--- src/logic/lpam_pkg.sv ---
`default_nettype none
package lpam_pkg;

    // ****************************************************************
    // Internal I/O offsets of the mapping registers (low seven bits).
    // ****************************************************************
    localparam logic [6:0] OFS_UPPER_AREA_OFFSET  = 7'h38;
    localparam logic [6:0] OFS_MIDDLE_AREA_OFFSET = 7'h39;
    localparam logic [6:0] OFS_AREA_SPLIT         = 7'h3a;

    // ****************************************************************
    // Field positions inside the area split register.
    // ****************************************************************
    localparam int UPPER_START_MSB  = 7;
    localparam int UPPER_START_LSB  = 4;
    localparam int MIDDLE_START_MSB = 3;
    localparam int MIDDLE_START_LSB = 0;

    // ****************************************************************
    // Values after reset.
    // ****************************************************************
    localparam logic [7:0]  AREA_SPLIT_RST  = 8'hf0;
    localparam logic [7:0]  AREA_OFFSET_RST = 8'h00;
    localparam logic [19:0] PHYS_ADDR_RST   = 20'h00000;
    localparam logic [7:0]  READ_DATA_RST   = 8'h00;
    localparam logic [7:0]  LOWER_AREA_BASE = 8'h00;

    // ****************************************************************
    // Register selectors, logical areas and address sources.
    // ****************************************************************
    typedef enum logic [1:0] {
        SEL_UPPER_OFFSET,
        SEL_MIDDLE_OFFSET,
        SEL_AREA_SPLIT,
        SEL_NONE
    } lpam_sel_t;

    typedef enum logic [1:0] {
        AREA_LOWER,
        AREA_MIDDLE,
        AREA_UPPER
    } lpam_area_t;

    typedef enum logic [1:0] {
        SRC_IDLE,
        SRC_MEMORY,
        SRC_IO,
        SRC_DMA
    } lpam_src_t;

endpackage : lpam_pkg
`default_nettype wire

--- src/logic/lpam_map_regs.sv ---
`timescale 1ns/1ps
`default_nettype none
module lpam_map_regs (
    // Clock and reset.
    input  wire logic               clk,
    input  wire logic               reset,
    // Write and read strobes from the internal I/O decode.
    input  wire logic               wr_en,
    input  wire logic               rd_en,
    input  wire lpam_pkg::lpam_sel_t sel,
    input  wire logic [7:0]         wr_data,
    output logic      [7:0]         rd_data,
    // Register contents for the translator.
    output logic      [7:0]         area_split_reg,
    output logic      [7:0]         upper_area_offset,
    output logic      [7:0]         middle_area_offset
);

    logic [7:0] next_area_split_reg;
    logic [7:0] next_upper_area_offset;
    logic [7:0] next_middle_area_offset;
    logic [7:0] next_rd_data;

    // Next values: a write updates one register, a read latches its value.
    always_comb begin
        next_area_split_reg     = area_split_reg;
        next_upper_area_offset  = upper_area_offset;
        next_middle_area_offset = middle_area_offset;
        next_rd_data            = rd_data;
        if (wr_en) begin
            case (sel)
                lpam_pkg::SEL_UPPER_OFFSET:  next_upper_area_offset  = wr_data;
                lpam_pkg::SEL_MIDDLE_OFFSET: next_middle_area_offset = wr_data;
                lpam_pkg::SEL_AREA_SPLIT:    next_area_split_reg     = wr_data;
                default:                     next_rd_data            = rd_data;
            endcase
        end
        if (rd_en) begin
            case (sel)
                lpam_pkg::SEL_UPPER_OFFSET:  next_rd_data = upper_area_offset;
                lpam_pkg::SEL_MIDDLE_OFFSET: next_rd_data = middle_area_offset;
                lpam_pkg::SEL_AREA_SPLIT:    next_rd_data = area_split_reg;
                default:                     next_rd_data = lpam_pkg::READ_DATA_RST;
            endcase
        end
    end

    // Registers; reset gives the identity map over the lowest 64 kbytes.
    always_ff @(posedge clk) begin
        if (reset) begin
            area_split_reg     <= lpam_pkg::AREA_SPLIT_RST;
            upper_area_offset  <= lpam_pkg::AREA_OFFSET_RST;
            middle_area_offset <= lpam_pkg::AREA_OFFSET_RST;
            rd_data            <= lpam_pkg::READ_DATA_RST;
        end else begin
            area_split_reg     <= next_area_split_reg;
            upper_area_offset  <= next_upper_area_offset;
            middle_area_offset <= next_middle_area_offset;
            rd_data            <= next_rd_data;
        end
    end

endmodule : lpam_map_regs
`default_nettype wire

--- src/logic/lpam_area_xlate.sv ---
`timescale 1ns/1ps
`default_nettype none
module lpam_area_xlate (
    // Top four bits of the logical address.
    input  wire logic [3:0]          logical_page,
    // Mapping registers.
    input  wire logic [7:0]          area_split_reg,
    input  wire logic [7:0]          upper_area_offset,
    input  wire logic [7:0]          middle_area_offset,
    // Area found and upper eight physical bits.
    output lpam_pkg::lpam_area_t     area,
    output logic      [7:0]          phys_page
);

    logic [3:0] upper_area_start;
    logic [3:0] middle_area_start;
    logic [7:0] base;

    // Field extraction from the split register.
    assign upper_area_start  = area_split_reg[lpam_pkg::UPPER_START_MSB:lpam_pkg::UPPER_START_LSB];
    assign middle_area_start = area_split_reg[lpam_pkg::MIDDLE_START_MSB:lpam_pkg::MIDDLE_START_LSB];

    // Comparators pick the area; the upper area wins where they overlap.
    always_comb begin
        if (logical_page >= upper_area_start) begin
            area = lpam_pkg::AREA_UPPER;
            base = upper_area_offset;
        end else if (logical_page >= middle_area_start) begin
            area = lpam_pkg::AREA_MIDDLE;
            base = middle_area_offset;
        end else begin
            area = lpam_pkg::AREA_LOWER;
            base = lpam_pkg::LOWER_AREA_BASE;
        end
    end

    // Base plus page, wrapping inside the 1-Mbyte space.
    assign phys_page = base + {4'h0, logical_page};

endmodule : lpam_area_xlate
`default_nettype wire

--- src/logic/lpam_mapper.sv ---
`timescale 1ns/1ps
`default_nettype none
module lpam_mapper (
    // Clock and reset.
    input  wire logic        clk,
    input  wire logic        reset,
    // Processor cycle request.
    input  wire logic        bus_req,
    input  wire logic        bus_is_io,
    input  wire logic [15:0] logical_addr,
    // Internal I/O register access.
    input  wire logic        io_wr_stb,
    input  wire logic        io_rd_stb,
    input  wire logic        io_reloc_hi,
    input  wire logic [7:0]  io_wr_data,
    output logic      [7:0]  io_rd_data,
    output logic             io_rd_hit,
    // DMA unit bus ownership.
    input  wire logic        dma_unit_owns_bus,
    input  wire logic [19:0] dma_unit_addr,
    // Physical address bus.
    output logic      [19:0] phys_addr,
    output logic             phys_valid,
    output lpam_pkg::lpam_src_t addr_source,
    output lpam_pkg::lpam_area_t addr_area
);

    // ****************************************************************
    // Internal I/O decode.
    // ****************************************************************

    logic                 reg_hit;
    logic                 reg_wr;
    logic                 reg_rd;
    lpam_pkg::lpam_sel_t  reg_sel;

    // An internal register answers only when the high byte is zero and
    // bit 7 matches the relocation setting of the internal I/O block.
    assign reg_hit = bus_req && bus_is_io && !dma_unit_owns_bus && (logical_addr[15:8] == 8'h00)
                     && (logical_addr[7] == io_reloc_hi) && (reg_sel != lpam_pkg::SEL_NONE);
    assign reg_wr  = reg_hit && io_wr_stb;
    assign reg_rd  = reg_hit && io_rd_stb;

    // Offset decode into a register selector.
    always_comb begin
        case (logical_addr[6:0])
            lpam_pkg::OFS_UPPER_AREA_OFFSET:  reg_sel = lpam_pkg::SEL_UPPER_OFFSET;
            lpam_pkg::OFS_MIDDLE_AREA_OFFSET: reg_sel = lpam_pkg::SEL_MIDDLE_OFFSET;
            lpam_pkg::OFS_AREA_SPLIT:         reg_sel = lpam_pkg::SEL_AREA_SPLIT;
            default:                          reg_sel = lpam_pkg::SEL_NONE;
        endcase
    end

    // ****************************************************************
    // Mapping registers and translator.
    // ****************************************************************

    logic [7:0]           area_split_reg;
    logic [7:0]           upper_area_offset;
    logic [7:0]           middle_area_offset;
    lpam_pkg::lpam_area_t area;
    logic [7:0]           phys_page;

    lpam_map_regs u_regs (
        .clk                (clk),
        .reset              (reset),
        .wr_en              (reg_wr),
        .rd_en              (reg_rd),
        .sel                (reg_sel),
        .wr_data            (io_wr_data),
        .rd_data            (io_rd_data),
        .area_split_reg     (area_split_reg),
        .upper_area_offset  (upper_area_offset),
        .middle_area_offset (middle_area_offset)
    );

    lpam_area_xlate u_xlate (
        .logical_page       (logical_addr[15:12]),
        .area_split_reg     (area_split_reg),
        .upper_area_offset  (upper_area_offset),
        .middle_area_offset (middle_area_offset),
        .area               (area),
        .phys_page          (phys_page)
    );

    // ****************************************************************
    // Physical address output.
    // ****************************************************************

    logic [19:0]          next_phys_addr;
    logic                 next_phys_valid;
    lpam_pkg::lpam_src_t  next_addr_source;
    lpam_pkg::lpam_area_t next_addr_area;
    logic                 next_io_rd_hit;

    // Source select: DMA first, then I/O pass-through, then translation.
    // The address holds between cycles so the bus stays quiet.
    always_comb begin
        next_phys_addr   = phys_addr;
        next_phys_valid  = 1'b0;
        next_addr_source = lpam_pkg::SRC_IDLE;
        next_addr_area   = addr_area;
        next_io_rd_hit   = reg_rd;
        if (dma_unit_owns_bus) begin
            next_phys_addr   = dma_unit_addr;
            next_phys_valid  = 1'b1;
            next_addr_source = lpam_pkg::SRC_DMA;
            next_io_rd_hit   = 1'b0;
        end else if (bus_req && bus_is_io) begin
            next_phys_addr   = {4'h0, logical_addr};
            next_phys_valid  = 1'b1;
            next_addr_source = lpam_pkg::SRC_IO;
        end else if (bus_req) begin
            next_phys_addr   = {phys_page, logical_addr[11:0]};
            next_phys_valid  = 1'b1;
            next_addr_source = lpam_pkg::SRC_MEMORY;
            next_addr_area   = area;
        end
    end

    // Output registers.
    always_ff @(posedge clk) begin
        if (reset) begin
            phys_addr   <= lpam_pkg::PHYS_ADDR_RST;
            phys_valid  <= 1'b0;
            addr_source <= lpam_pkg::SRC_IDLE;
            addr_area   <= lpam_pkg::AREA_LOWER;
            io_rd_hit   <= 1'b0;
        end else begin
            phys_addr   <= next_phys_addr;
            phys_valid  <= next_phys_valid;
            addr_source <= next_addr_source;
            addr_area   <= next_addr_area;
            io_rd_hit   <= next_io_rd_hit;
        end
    end

    // ****************************************************************
    // Checks.
    // ****************************************************************

    logic mem_cycle;
    logic [3:0] page_q;

    // A memory cycle that the DMA unit does not override.
    assign mem_cycle = bus_req && !bus_is_io && !dma_unit_owns_bus;
    assign page_q    = logical_addr[15:12];
endmodule : lpam_mapper
`default_nettype wire

--- config.mk ---
export PLATFORM = sky130hd
export DESIGN_NAME = lpam_mapper
export DESIGN_NICKNAME = d
export VERILOG_FILES = /design/src/logic/lpam_pkg.sv /design/src/logic/lpam_map_regs.sv /design/src/logic/lpam_area_xlate.sv /design/src/logic/lpam_mapper.sv
export SDC_FILE = /design/constraint.sdc
export NUM_CORES = 1
export LEC_CHECK = 0
export ABC_CLOCK_PERIOD_IN_PS = 5000
export BUFFER_PORTS_ARGS = -buffer_cell sky130_fd_sc_hd__clkbuf_2
export CORE_UTILIZATION = 40
export DETAILED_ROUTE_END_ITERATION = 10
export GPL_TIMING_DRIVEN = 0
export PLACE_DENSITY = 0.62
export SYNTH_ARGS = -nofsm -noshare
export SYNTH_HDL_FRONTEND = slang
export SYNTH_SLANG_ARGS = --single-unit
--- constraint.sdc ---
create_clock -name clk -period 5 [get_ports clk]
set_clock_uncertainty 0.05 [all_clocks]
set_input_delay 0.5 -clock clk [delete_from_list [all_inputs] [get_ports clk]]
set_output_delay 0.5 -clock clk [all_outputs]
set_load 0.01 [all_outputs]
==> results of run 1 <==
==> synth_stat cells, types with 3 or more instances <==
cell,instances
nand3_1,3
nor3_1,7
nor2_1,70
xnor2_1,5
buf_1,5
nor3b_1,6
a21o_1,4
o21ai_0,3
buf_2,3
a22o_1,6
dfxtp_1,58
ha_1,12
nand2_1,18
clkbuf_1,15
o22ai_1,3
a21oi_1,41
inv_1,11
or3_1,9
mux2i_1,43
a211o_1,4
==> power groups by stage <==
stage / Sequential (mW) / Clock [mW] / Combinational (mW)
floorplan: 0.496 / 0 / 0.0635
global placement: 0.490 / 0 / 0.127
detailed placement: 0.491 / 0 / 0.128
CTS: 0.480 / 0.427 / 0.129
global route: 0.481 / 0.449 / 0.144
finish: 0.480 / 0.420 / 0.128
==> cells by family after synthesis <==
family,after synthesis,synth area share
AO/OA/AOI/OAI,72,0.146
AND/OR/NAND/NOR,132,0.210
buffers and inverters,35,0.0472
XOR/XNOR,5,0.0145
adder cells (fa/ha/maj),13,0.0563
multiplexers,43,0.142
flip-flops,58,0.384
==> worst paths after layout <==
| path | from | endpoint | cells past startpoint | slack (ns) |
|---|---|---|---|---|
| max reg2reg | u_regs.area_split_reg[0]$_SDFFE_PP0P_ | phys_addr[18]$_SDFFE_PP0P_ | 11 | 1.28 |
| min reg2reg | u_regs.rd_data[5]$_SDFFE_PP0P_ | u_regs.rd_data[5]$_SDFFE_PP0P_ | 2 | 0.40 |
| max | logical_addr[12] | phys_addr[18]$_SDFFE_PP0P_ | 13 | 1.24 |
| min | dma_unit_addr[11] | phys_addr[11]$_SDFFE_PP0P_ | 3 | 0.33 |
==> critical path: cells and delay by family <==
kind,cells,cell delay (ns)
buf+inv,2,0.21
fa+ha+maj,3,0.88
compound gates,5,1.66
simple gates,3,0.71
==> layout make-up <==
type                    instances  area [sq um]
flip-flops and latches         58          1160
multi-input cells             265          1720
plain buffers                  24           101
inverters                      11          41.3
fillers                       758          3550
repair buffers                 82           410
clock buffers                  12           145
clock inverters                 3          40.0
well taps                      99           124
==> cell usage in the layout (no fill, tap or decap), types with 3 or more instances in the layout <==
cell,Yosys,routed
a22o_1,6,6
dfxtp_1,58,58
inv_1,11,11
nand2_1,18,18
xnor2_1,5,5
a211o_1,4,4
ha_1,12,12
mux2i_1,43,43
nor3b_1,6,6
o22ai_1,3,3
or3_1,9,9
buf_1,5,5
a21o_1,4,4
a21oi_1,41,41
clkbuf_1,15,17
nor2_1,70,70
nand3_1,3,3
nor3_1,7,7
buf_2,3,3
o21ai_0,3,3
clkbuf_8,0,10
clkbuf_2,0,82
==> routing by layer <==
metal / global-route usage / vias to the layer above
met2: 0.394 / 110
met5: 0 / -
met4: 0.121 / 0
met3: 0.0434 / 17
li1: - / 1441
met1: 0.267 / 1305
==> per-stage QoR <==
stage | utilization | setup WS, ns | total power, mW | hold WS [ns]
2_1_floorplan | - | 1.60 | 0.560 | 0.408
3_3_place_gp | 0.488 | 0.920 | 0.617 | 0.394
3_5_place_dp | 0.488 | 0.914 | 0.619 | 0.398
4_1_cts | 0.513 | 1.28 | 1.04 | 0.330
5_1_grt | 0.513 | 0.869 | 1.07 | 0.357
6_report | 0.513 | 1.24 | 1.03 | 0.327
==> results.md, run 1 <==
Run status:
- The flow ran to the end, and the final reports show no timing, DRC or antenna violations.

STA:
- The achievable clock frequency is 266 MHz.
- For the final routed database, the setup TNS stands at 0 ns.
- Setup repair after global routing left no endpoint under its margin.
- The count of endpoints failing hold in the final timing report is 0.
- Measured against its own limit, the worst slew margin works out to 0.291.
- Setup violations remaining at the end of the flow were counted as 0.
- The total count of max-transition violations in the final report is 0.
- The share of the clock period used by the worst path is 0.752.
- The final critical delay including setup and external delays is 3.76 ns.
- For the pin with the worst max-slew slack, the measured transition is 1.06 ns.

Cells and area:
- The number of standard cells in the layout, taps in and fillers out is 554.
- Once layout is done, the placed cells without fillers occupy 3740 sq um.
- The flip-flop count of the largest register, all copies and words added is 20.
- The post-synthesis to final-layout area growth is 23.8%.
- For this run, the post-layout net count is 516.
- The register bank with the most flops is phys_addr.
- The diode insertion count for antenna repair is 0.
- The fraction of layout instances using a drive strength above 1 is 0.226.

CTS:
- After clock tree synthesis, the clock-pin slew on the worst setup and hold paths is 0.06 ns.
- The root buffer cell chosen for the clock tree is clkbuf_8.
- The post-CTS repair timing setup buffer count is 0.
- The number of clock buffers added by TritonCTS is 9.
- TritonCTS built the clock tree.
- The H-tree level count is 3.
- The number of buffers on the longest clock path is 2.
- The number of resized instances in the post-cts repair step is 0.
- The number of buffers inserted for hold repair after clock tree synthesis is 0.
- Clock latency on the worst-skew pair, taken at its later pin, is 0.35 ns.
- The clock sink count is 58.

Setup path:
- The critical path is of the input pin to flop type.
- The nature of the critical path startpoint is an input pin.
- Data on the critical path arrives at its endpoint at 3.97 ns.
- In this run the worst path has a maximum fanout of 8.
- The required time reported for the critical path endpoint is 5.21 ns.
- In this design, the stage delay of the slowest critical-path cell is 0.78 ns.
- The signal on the critical path passes through clkbuf_2 -> inv_1 -> ha_1 -> nand2b_1 -> a2111oi_0 -> nor3_1 -> a22o_1 -> ha_1 -> fa_1 -> a21o_1 -> a21o_1 -> and4_1 -> o31ai_1.
- The highest-delay cell along the critical path is a2111oi_0.
- The worst setup path is captured at a flop.

Synth:
- The share of the Yosys chip area taken by registers is 0.384.
- The top-area cell type share of the netlist area is 0.384.
- The count of distinct cell types in the synthesized netlist is 46.
- A synthesized cell averages 8.45 sq um.
- The synthesized design contains 0 enable-type register cells.
- The prevailing post-synth register cell is dfxtp_1.
- The number of nets in the synthesized netlist is 423.
- By area the synthesized netlist is led by dfxtp_1, mux2i_1, nor2_1.
- Synthesis handed over a netlist of 358 instances.
- In this run, synthesis produced a sequential element count of 58.
- The synthesized area is 3020 sq um.
- The biggest area contributor in the post-synthesis netlist is dfxtp_1.
- Counting flops with an async set or reset pin after synthesis yields a share of 0.
- During synthesis, Yosys emitted a total of 0 warnings.

Drt:
- The number of nets with antenna violations after routing is 0.
- In the final routing, the length of wire on met1 measures 3840 um.
- In the routed layout, each cell is associated on average with a via count of 5.19.
- The met3 wirelength from detailed routing is 622 um.
- The via count is 2873.
- The DRC violations left is 0.
- The overall routed net length is 8490 um.
- The top routing layer in use is met4.
- The number of iterations in the first detailed-routing pass is 5.
- The routed length per instance is 15.3 um.
- The detailed route wirelength on metal2 is 3810 um.
- After the first detailed-routing iteration, the DRC count stood at 90.

Floorplan:
- The number of rows in the core area is 31.
- The starting density of the core is 0.415.
- The area of the die is 7910 sq um.
- The placeable core area is 7290 sq um.
- 86 I/O pins were placed.
- The die boundary height is 89.0 um.
- The die width is 89.0 um.

Min path:
- The worst hold path belongs to the class input pin to flop.

Placement:
- The total placed instance area is 3560 sq um.
- The weighted congestion at the end of routability-driven global placement is 0.872.
- Buffers placed on the I/O ports in this run total 82.
- In this run, placement finished with an instance count of 539.
- The HPWL after detailed placement is 6360 um.

Power:
- The part of the power in registers is 0.467.
- The reported leakage power is 1.75 nW.
- The cell internal power dissipation is 766 uW.
- In this run the power spent charging and discharging nets is 263 uW.
- The switching power as a share of total power is 0.256.
- The combinational share of power is 0.125.
- The worst voltage drop across the vdd grid is 0.155 mV.
- The power per unit of standard cell area is 275 nW/um^2.
- The part of the power in the clock network is 0.408.

GRT:
- The total track usage is 0.227.
- The first global-routing pass estimated 13200 um of wire.
- The pin count of the biggest net entering global routing is 11.
- The total overflow left after global routing is 0.
- The via count of the first global-routing pass was 2789.
- The number of antenna violations at the first check in global routing came to 0.

Run:
- The max-capacitance violation count is 0.
No activity file was read; power rests on OpenSTA's default activity.
==> run 2: changes to the inputs <==
--- a/config.mk
+++ b/config.mk
@@ -5,12 +5,13 @@
 export SDC_FILE = /design/constraint.sdc
 export NUM_CORES = 1
 export LEC_CHECK = 0
-export ABC_CLOCK_PERIOD_IN_PS = 5000
+export ABC_AREA = 1
+export ABC_CLOCK_PERIOD_IN_PS = 3100
 export BUFFER_PORTS_ARGS = -buffer_cell sky130_fd_sc_hd__clkbuf_2
 export CORE_UTILIZATION = 40
 export DETAILED_ROUTE_END_ITERATION = 10
 export GPL_TIMING_DRIVEN = 0
-export PLACE_DENSITY = 0.62
+export PLACE_DENSITY = 0.64
 export SYNTH_ARGS = -nofsm -noshare
 export SYNTH_HDL_FRONTEND = slang
 export SYNTH_SLANG_ARGS = --single-unit
==> constraint.sdc (replaced) <==
create_clock -name clk -period 3.1 [get_ports clk]
set_clock_uncertainty 0.05 [all_clocks]
set_input_delay 0.31 -clock clk [delete_from_list [all_inputs] [get_ports clk]]
set_output_delay 0.31 -clock clk [all_outputs]
set_load 0.01 [all_outputs]
==> run 2 against run 1 <==
Routed wire length shrank 0.93%. Critical path type is now flop to flop. Critical path depth rose by 4. Worst hold slack got worse by 0.17 ns. Via count up 9.4%. Synthesized cell count rose by 23%.
==> results.md, run 2 <==
Synth:
- The count of mapped cells out of synthesis came to 440 (was 358).
- The async set-reset flop share out of synthesis is 0 (unchanged).
- The synthesized-area fraction occupied by and/or/nand/nor cells came to 0.279 (was 0.210).
- The multiplexer share of the synthesized area was 0 (was 0.142).
- The most used standard cell by instance count after synthesis is nand2_1 (was nor2_1).
- The top-area cell type share of the netlist area came to 0.376 (was 0.384).
- The top cell type by total area after synthesis is dfxtp_1 (unchanged).
- The number of enable-type register cells in the synthesized netlist is 0 (unchanged).
- Largest cells by area after synthesis: dfxtp_1, nand2_1, o21ai_0 (was dfxtp_1, mux2i_1, nor2_1).
- List of most frequent post-synthesis cells: nand2_1, inv_1, nor2_1 (was nor2_1, dfxtp_1, mux2i_1).
- The flip-flop and latch count after synthesis was 58 (unchanged).
- The post-synthesis area per instance is 7.02 sq um (was 8.45 sq um).
- The synthesized area is 3090 sq um (was 3020 sq um).
- The xor and xnor area share after synthesis came to 0.00567 (was 0.0145).
- The adder-cell area share of the yosys netlist is 0.0551 (was 0.0563).
- The combinational family with the most area after synthesis is simple AND/OR/NAND/NOR gates (unchanged).
- The compound-gate portion of the synthesized area is 0.176 (was 0.146).
- The synthesized netlist net count came to 505 (was 423).
- The sequential area share after synthesis was 0.376 (was 0.384).
- The count of distinct cell types in the synthesized netlist is 40 (was 46).
- The number of warnings printed during yosys synthesis is 0 (unchanged).
- The prevailing post-synth register cell is dfxtp_1 (unchanged).

CTS:
- The number of buffers on the longest clock path is 2 (unchanged).
- The post-CTS repair timing setup buffer count was 0 (unchanged).
- The number of buffers inserted for hold repair after clock tree synthesis is 0 (unchanged).
- The H-tree level count is 3 (unchanged).
- The number of resized instances in the post-cts repair step was 0 (unchanged).
- The TritonCTS clock tree is yes (unchanged).
- The insertion delay to the later sink of the worst-skew pair was 0.34 ns (was 0.35 ns).
- The cell chosen for the clock root is clkbuf_8 (unchanged).
- The number of clock buffers inserted by TritonCTS was 9 (unchanged).
- The clock sink count came to 58 (unchanged).
- The clock transition at the register clock pins on the worst setup and hold paths after CTS is 0.07 ns (was 0.06 ns).

Power:
- The reported leakage power is 1.91 nW (was 1.75 nW).
- The power per unit of standard cell area is 456 nW/um^2 (was 275 nW/um^2).
- The worst voltage drop across the vdd grid was 0.342 mV (was 0.155 mV).
- The final total power was 1.76 mW (was 1.03 mW).

GRT:
- The total track usage is 0.221 (was 0.227).
- The pin count of the biggest net entering global routing came to 13 (was 11).
- The overall overflow remaining after global route was 0 (unchanged).
- The via count of the first global-routing pass is 3061 (was 2789).
- The number of antenna violations at the first check in global routing was 0 (unchanged).
- The first-pass GRT wire length is 14200 um (was 13200 um).

Placement:
- The count of port buffers added during placement is 82 (unchanged).
- The half-perimeter wire length after placement came to 6640 um (was 6360 um).
- The weighted congestion at the end of routability-driven global placement is 0.850 (was 0.872).
- The placement-stage worst setup slack is 0.0121 ns (was 0.914 ns).

Drt:
- The average via count per standard cell was 4.94 (was 5.19).
- The iteration-0 DRC count of the detailed router is 133 (was 90).
- The overall routed net length is 8410 um (was 8490 um).
- The routed length per instance was 13.2 um (was 15.3 um).
- The number of nets with antenna violations after routing is 0 (unchanged).
- The via count is 3144 (was 2873).
- The number of iterations in the first detailed-routing pass was 4 (was 5).
- The DRC violations left came to 0 (unchanged).

STA:
- The final count of negative-setup-slack endpoints was 0 (unchanged).
- Static timing analysis puts the maximum clock frequency at 361 MHz.
- The final critical delay including setup and external delays is 2.77 ns.
- The count of endpoints failing hold in the final timing report is 0 (unchanged).
- The total count of max-transition violations in the final report is 0 (unchanged).
- The share of the clock period used by the worst path is 0.894.
- RSZ-0062 raised after global routing: no (unchanged).
- The worst-margin pin slew is 0.538 ns (was 1.06 ns).
- The total negative slack came to 0 ns (unchanged).
- The setup slack after layout came to 0.327 ns (was 1.24 ns).
- The worst slack on hold paths is 0.160 ns (was 0.327 ns).
- The max-slew headroom at the worst pin is 0.641 (was 0.291).

Setup path:
- The startpoint-to-endpoint class of the critical path is flop to flop (was input pin to flop).
- The required time reported for the critical path endpoint came to 3.29 ns (was 5.21 ns).
- The register-to-register setup slack is 0.33 ns (was 1.28 ns).
- The highest net fanout along the worst path is 7 (was 8).
- The endpoint class of the critical path is a flop (unchanged).
- The nature of the critical path startpoint is a flop (was input pin).
- The data arrival time at the worst-slack endpoint is 2.96 ns (was 3.97 ns).

Floorplan:
- The number of rows in the core area is 31 (unchanged).
- The top-level I/O count is 86 (unchanged).
- The die boundary height came to 89.9 um (was 89.0 um).
- The die width is 89.9 um (was 89.0 um).
- The area of the die came to 8080 sq um (was 7910 sq um).
- The placeable core area is 7370 sq um (was 7290 sq um).
- The starting density of the core was 0.419 (was 0.415).

Cells and area:
- The final-stage net count came to 598 (was 516).
- The post-synthesis to final-layout area growth was 24.8% (was 23.8%).
- The end-of-flow core utilization is 0.523 (was 0.513).
- The register bank with the most flops is phys_addr (unchanged).
- The flip-flop count of the largest register, all copies and words added came to 20 (unchanged).
- Most used cells in the layout excluding fill and tap cells: nand2_1, clkbuf_2, inv_1, nor2_1, dfxtp_1 (was clkbuf_2, nor2_1, dfxtp_1, mux2i_1, a21oi_1).
- The diode insertion count for antenna repair came to 0 (unchanged).
- The fraction of layout instances using a drive strength above 1 is 0.229 (was 0.226).
- The most common cell after layout, fill and taps aside is nand2_1 (was clkbuf_2).
- The filler cell count came to 765 (was 758).

Run status:
- Outcome: completed (unchanged).

Min path:
- The path category of the worst min-delay check is input pin to flop (unchanged).

Run:
- The max-capacitance violation count is 0 (unchanged).
==> run 2: cell type report <==
class                   instances  area, sq um  area share
clock buffers                   9          124      0.0321
multi-input cells             303         1600       0.415
plain buffers                  12         72.6      0.0188
flip-flops and latches         58         1160       0.301
inverters                      67          263      0.0681
well taps                      99          124      0.0321
clock inverters                 7          101      0.0263
repair buffers                 82          410       0.106
==> run 2: path summary, 6_finish.rpt <==
check | start | to | depth (start not counted)
worst max-delay path | u_regs.area_split_reg[7]$_SDFFE_PP1P_ | phys_addr[19]$_SDFFE_PP0P_ | 17
worst min-delay path | bus_is_io | addr_source[0]$_SDFF_PP0_ | 2
worst max register to register | u_regs.area_split_reg[7]$_SDFFE_PP1P_ | phys_addr[19]$_SDFFE_PP0P_ | 17
worst min register to register | u_regs.area_split_reg[6]$_SDFFE_PP1P_ | u_regs.area_split_reg[6]$_SDFFE_PP1P_ | 2
==> run 2: critical path: stages (launching register included) <==
cell     delay [ns]
dfxtp_1        0.33
inv_1          0.08
ha_1           0.29
a21oi_1        0.23
nand2_1        0.09
nor2_2         0.16
nand2_2        0.14
o21ai_1        0.19
ha_1           0.22
nand2_1        0.10
nand3_1        0.13
nand2_1        0.07
nand2_1        0.06
nand3_1        0.09
nor2_1         0.17
nand3_1        0.10
nand3_1        0.11
nand2_1        0.06
==> run 2: kinds of logic (layout without fill, tap and decap cells) <==
kind of cell,count (synthesis),in the layout
buffers and inverters,79,177
adder cells (fa/ha/maj),13,13
AND/OR/NAND/NOR,190,190
XOR/XNOR,2,2
flip-flops,58,58
AO/OA/AOI/OAI,98,98
==> run 2: stage by stage <==
step	cell area, sq um	instances
6_report	3860	637
5_1_grt	3860	637
4_1_cts	3850	637
3_5_place_dp	3620	621
3_3_place_gp	3620	621
2_1_floorplan	3090	440
==> run 2: layer usage <==
| layer | track usage | wire [um] | part of all wire | vias up |
|---|---|---|---|---|
| met5 | 0 | 0 | 0 | - |
| met4 | 0.0712 | 93 | 0.011 | 0 |
| met3 | 0.0541 | 391 | 0.046 | 6 |
| met2 | 0.372 | 3960 | 0.47 | 86 |
| met1 | 0.278 | 3960 | 0.47 | 1438 |
| li1 | - | - | - | 1614 |
==> run 2: power breakdown <==
part / total [mW] / switching (mW) / leakage [nW] / internal, mW
Clock: 0.782 / 0.325 / 0.106 / 0.457
Combinational: 0.201 / 0.122 / 1.33 / 0.0794
Sequential: 0.777 / 0.0104 / 0.473 / 0.767
==> run 3: changes to the inputs <==
--- a/config.mk
+++ b/config.mk
@@ -11,7 +11,7 @@
 export CORE_UTILIZATION = 40
 export DETAILED_ROUTE_END_ITERATION = 10
 export GPL_TIMING_DRIVEN = 0
-export PLACE_DENSITY = 0.64
+export PLACE_DENSITY = 0.72
 export SYNTH_ARGS = -nofsm -noshare
 export SYNTH_HDL_FRONTEND = slang
 export SYNTH_SLANG_ARGS = --single-unit
==> run 3 against run 2 <==
Flip-flop and latch count unchanged. Largest power group is now sequential cells. Critical path type unchanged. Sequential share of layout area grew 0.18 points. Total power fell by 3.6%. Core utilization is 0.31 points lower.
==> results.md, run 3 (synthesized netlist as in run 2, its figures left out) <==
Min path:
- The worst hold path depth came to 2 (unchanged).
- The worst hold endpoint was addr_source[0]$_SDFF_PP0_ (unchanged).
- The path category of the worst min-delay check is input pin to flop (unchanged).
- The worst hold path startpoint was bus_is_io (unchanged).

Cells and area:
- The footprint of the multi-input gates is 1600 sq um (about the same).
- The final-stage net count was 598 (unchanged).
- The filler cell count is 735 (was 765).
- The register bank with the most flops is phys_addr (unchanged).
- The flip-flop count of the largest register, all copies and words added is 20 (unchanged).
- The diode insertion count for antenna repair is 0 (unchanged).
- The number of standard cells in the layout, taps in and fillers out was 637 (unchanged).
- Most used cells in the layout excluding fill and tap cells: nand2_1, clkbuf_2, inv_1, nor2_1, dfxtp_1 (unchanged).
- The post-synthesis to final-layout area growth is 24.0% (was 24.8%).
- The final design area excluding fillers is 3830 sq um (was 3860 sq um).
- The total area of sequential cells is 1160 sq um (unchanged).
- The most common cell after layout, fill and taps aside is nand2_1 (unchanged).
- The fraction of layout instances using a drive strength above 1 is 0.225 (was 0.229).

Drt:
- The via count is 3141 (was 3144).
- The routed length per instance came to 13.0 um (was 13.2 um).
- The overall routed net length is 8260 um (was 8410 um).
- The iteration-0 DRC count of the detailed router is 140 (was 133).
- The average via count per standard cell came to 4.93 (was 4.94).
- The number of nets with antenna violations after routing came to 0 (unchanged).
- The DRC violations left is 0 (unchanged).
- The number of iterations in the first detailed-routing pass is 5 (was 4).

CTS:
- The number of buffers inserted for hold repair after clock tree synthesis is 0 (unchanged).
- The TritonCTS clock tree is yes (unchanged).
- The clock transition at the register clock pins on the worst setup and hold paths after CTS was 0.07 ns (about the same).
- The cell chosen for the clock root is clkbuf_8 (unchanged).
- The number of clock buffers inserted by TritonCTS is 9 (unchanged).
- The insertion delay to the later sink of the worst-skew pair was 0.35 ns (was 0.34 ns).
- The post-CTS repair timing setup buffer count is 0 (unchanged).
- The H-tree level count is 3 (unchanged).
- The number of resized instances in the post-cts repair step is 0 (unchanged).
- The clock sink count is 58 (unchanged).
- The number of buffers on the longest clock path is 2 (unchanged).

Setup path:
- The highest net fanout along the worst path is 7 (unchanged).
- The register-to-register setup slack was 0.29 ns (was 0.33 ns).
- The data arrival time at the worst-slack endpoint is 3.01 ns (was 2.96 ns).
- The number of cells traversed by the worst register-to-register path is 18 (was 17).
- The required time reported for the critical path endpoint came to 3.30 ns (was 3.29 ns).
- The worst flop-to-flop path startpoint was u_regs.area_split_reg[3]$_SDFFE_PP0P_ (was u_regs.area_split_reg[7]$_SDFFE_PP1P_).
- The endpoint of the worst register-to-register path was phys_addr[18]$_SDFFE_PP0P_ (was phys_addr[19]$_SDFFE_PP0P_).
- The startpoint-to-endpoint class of the critical path was flop to flop (unchanged).
- The endpoint class of the critical path is a flop (unchanged).
- The nature of the critical path startpoint is a flop (unchanged).

STA:
- The count of endpoints failing hold in the final timing report is 0 (unchanged).
- The achievable clock frequency was 356 MHz (was 361 MHz).
- The share of the clock period used by the worst path was 0.906 (was 0.894).
- The worst-margin pin slew is 0.513 ns (was 0.538 ns).
- The final count of negative-setup-slack endpoints is 0 (unchanged).
- RSZ-0062 raised after global routing: no (unchanged).
- The total negative slack is 0 ns (unchanged).
- The final critical delay including setup and external delays came to 2.81 ns (was 2.77 ns).
- The max-slew headroom at the worst pin is 0.658 (was 0.641).
- The total count of max-transition violations in the final report is 0 (unchanged).

Placement:
- The cell count after placement is 621 (unchanged).
- The total placed instance area was 3620 sq um (unchanged).
- The half-perimeter wire length after placement was 6570 um (was 6640 um).
- The count of port buffers added during placement is 82 (unchanged).
- The weighted congestion at the end of routability-driven global placement was 0.856 (was 0.850).

Floorplan:
- The die boundary height was 89.9 um (unchanged).
- The placeable core area is 7370 sq um (unchanged).
- The top-level I/O count was 86 (unchanged).
- The number of rows in the core area is 31 (unchanged).
- The area of the die is 8080 sq um (unchanged).
- The die width is 89.9 um (unchanged).
- The starting density of the core is 0.419 (unchanged).

GRT:
- The overall overflow remaining after global route is 0 (unchanged).
- The total track usage is 0.218 (was 0.221).
- The pin count of the biggest net entering global routing was 11 (was 13).
- The first-pass GRT wire length is 14000 um (was 14200 um).
- The number of antenna violations at the first check in global routing is 0 (unchanged).
- The via count of the first global-routing pass was 3048 (was 3061).

Power:
- The power per unit of standard cell area is 443 nW/um^2 (was 456 nW/um^2).
- The worst voltage drop across the vdd grid is 0.196 mV (was 0.342 mV).
- The reported leakage power is 1.90 nW (was 1.91 nW).

Run:
- The max-capacitance violation count is 0 (unchanged).

Run status:
- Outcome: completed (unchanged).
==> run 3: cell count changes in the layout (fill, tap and decap cells not counted), sizes merged <==
cell    delta
inv        -1
bufinv     -1
clkbuf     +3
clkinv     -1
==> run 3: worst max-delay path by stage <==
stage                                                     start                    endpoint  slack (ns)  cells past startpoint
final                     u_regs.area_split_reg[3]$_SDFFE_PP0P_  phys_addr[18]$_SDFFE_PP0P_        0.29                     18
after global routing      u_regs.area_split_reg[7]$_SDFFE_PP1P_  phys_addr[19]$_SDFFE_PP0P_        0.02                     17
after CTS                 u_regs.area_split_reg[7]$_SDFFE_PP1P_  phys_addr[19]$_SDFFE_PP0P_        0.16                     17
after detailed placement                       logical_addr[15]  phys_addr[19]$_SDFFE_PP0P_        0.09                     17
after global placement                         logical_addr[15]  phys_addr[19]$_SDFFE_PP0P_        0.15                     17
after floorplan           u_regs.area_split_reg[7]$_SDFFE_PP1P_  phys_addr[18]$_SDFFE_PP0P_        0.63                     17
==> run 3: power breakdown <==
part,internal (mW),switching [mW],leakage [nW]
sequential,0.767,0.0102,0.473
combinational,0.0792,0.120,1.33
clock,0.413,0.307,0.0986
==> run 3: stage by stage <==
stage / utilization / power, mW / hold slack (ns) / setup WS (ns)
floorplan: - / 0.902 / 0.364 / 0.629
global placement: 0.492 / 0.988 / 0.407 / 0.150
detailed placement: 0.492 / 0.993 / 0.411 / 0.0915
CTS: 0.520 / 1.71 / 0.142 / 0.159
global route: 0.520 / 1.78 / 0.163 / 0.0201
finish: 0.520 / 1.70 / 0.153 / 0.290
==> run 3: worst max-delay path, cell delays in order (launching register included) <==
cell and delay, ns:
dfxtp_1 0.34, inv_1 0.09, ha_1 0.31, nand2_1 0.07
inv_1 0.04, nand2_1 0.05, nand3_1 0.11, nand2_1 0.25
o21ai_1 0.12, ha_1 0.22, fa_1 0.42, nand2_1 0.09
nand2_1 0.06, a21oi_1 0.16, nor2_1 0.09, nand2_1 0.07
nand2_1 0.05, nand4_1 0.07, nand2_1 0.05
==> run 3: routing by layer <==
layer,track usage,wire (um),vias up
met5,0,0,-
met2,0.354,3740,119
li1,-,-,1616
met1,0.272,3830,1389
met3,0.0541,509,17
met4,0.101,184,0
==> run 3: final cells by class <==
class	instances	share of cell area
inverters	67	0.0685
plain buffers	12	0.0189
clock buffers	12	0.0405
multi-input cells	303	0.417
clock inverters	4	0.0131
flip-flops and latches	58	0.303
well taps	99	0.0323
repair buffers	82	0.107
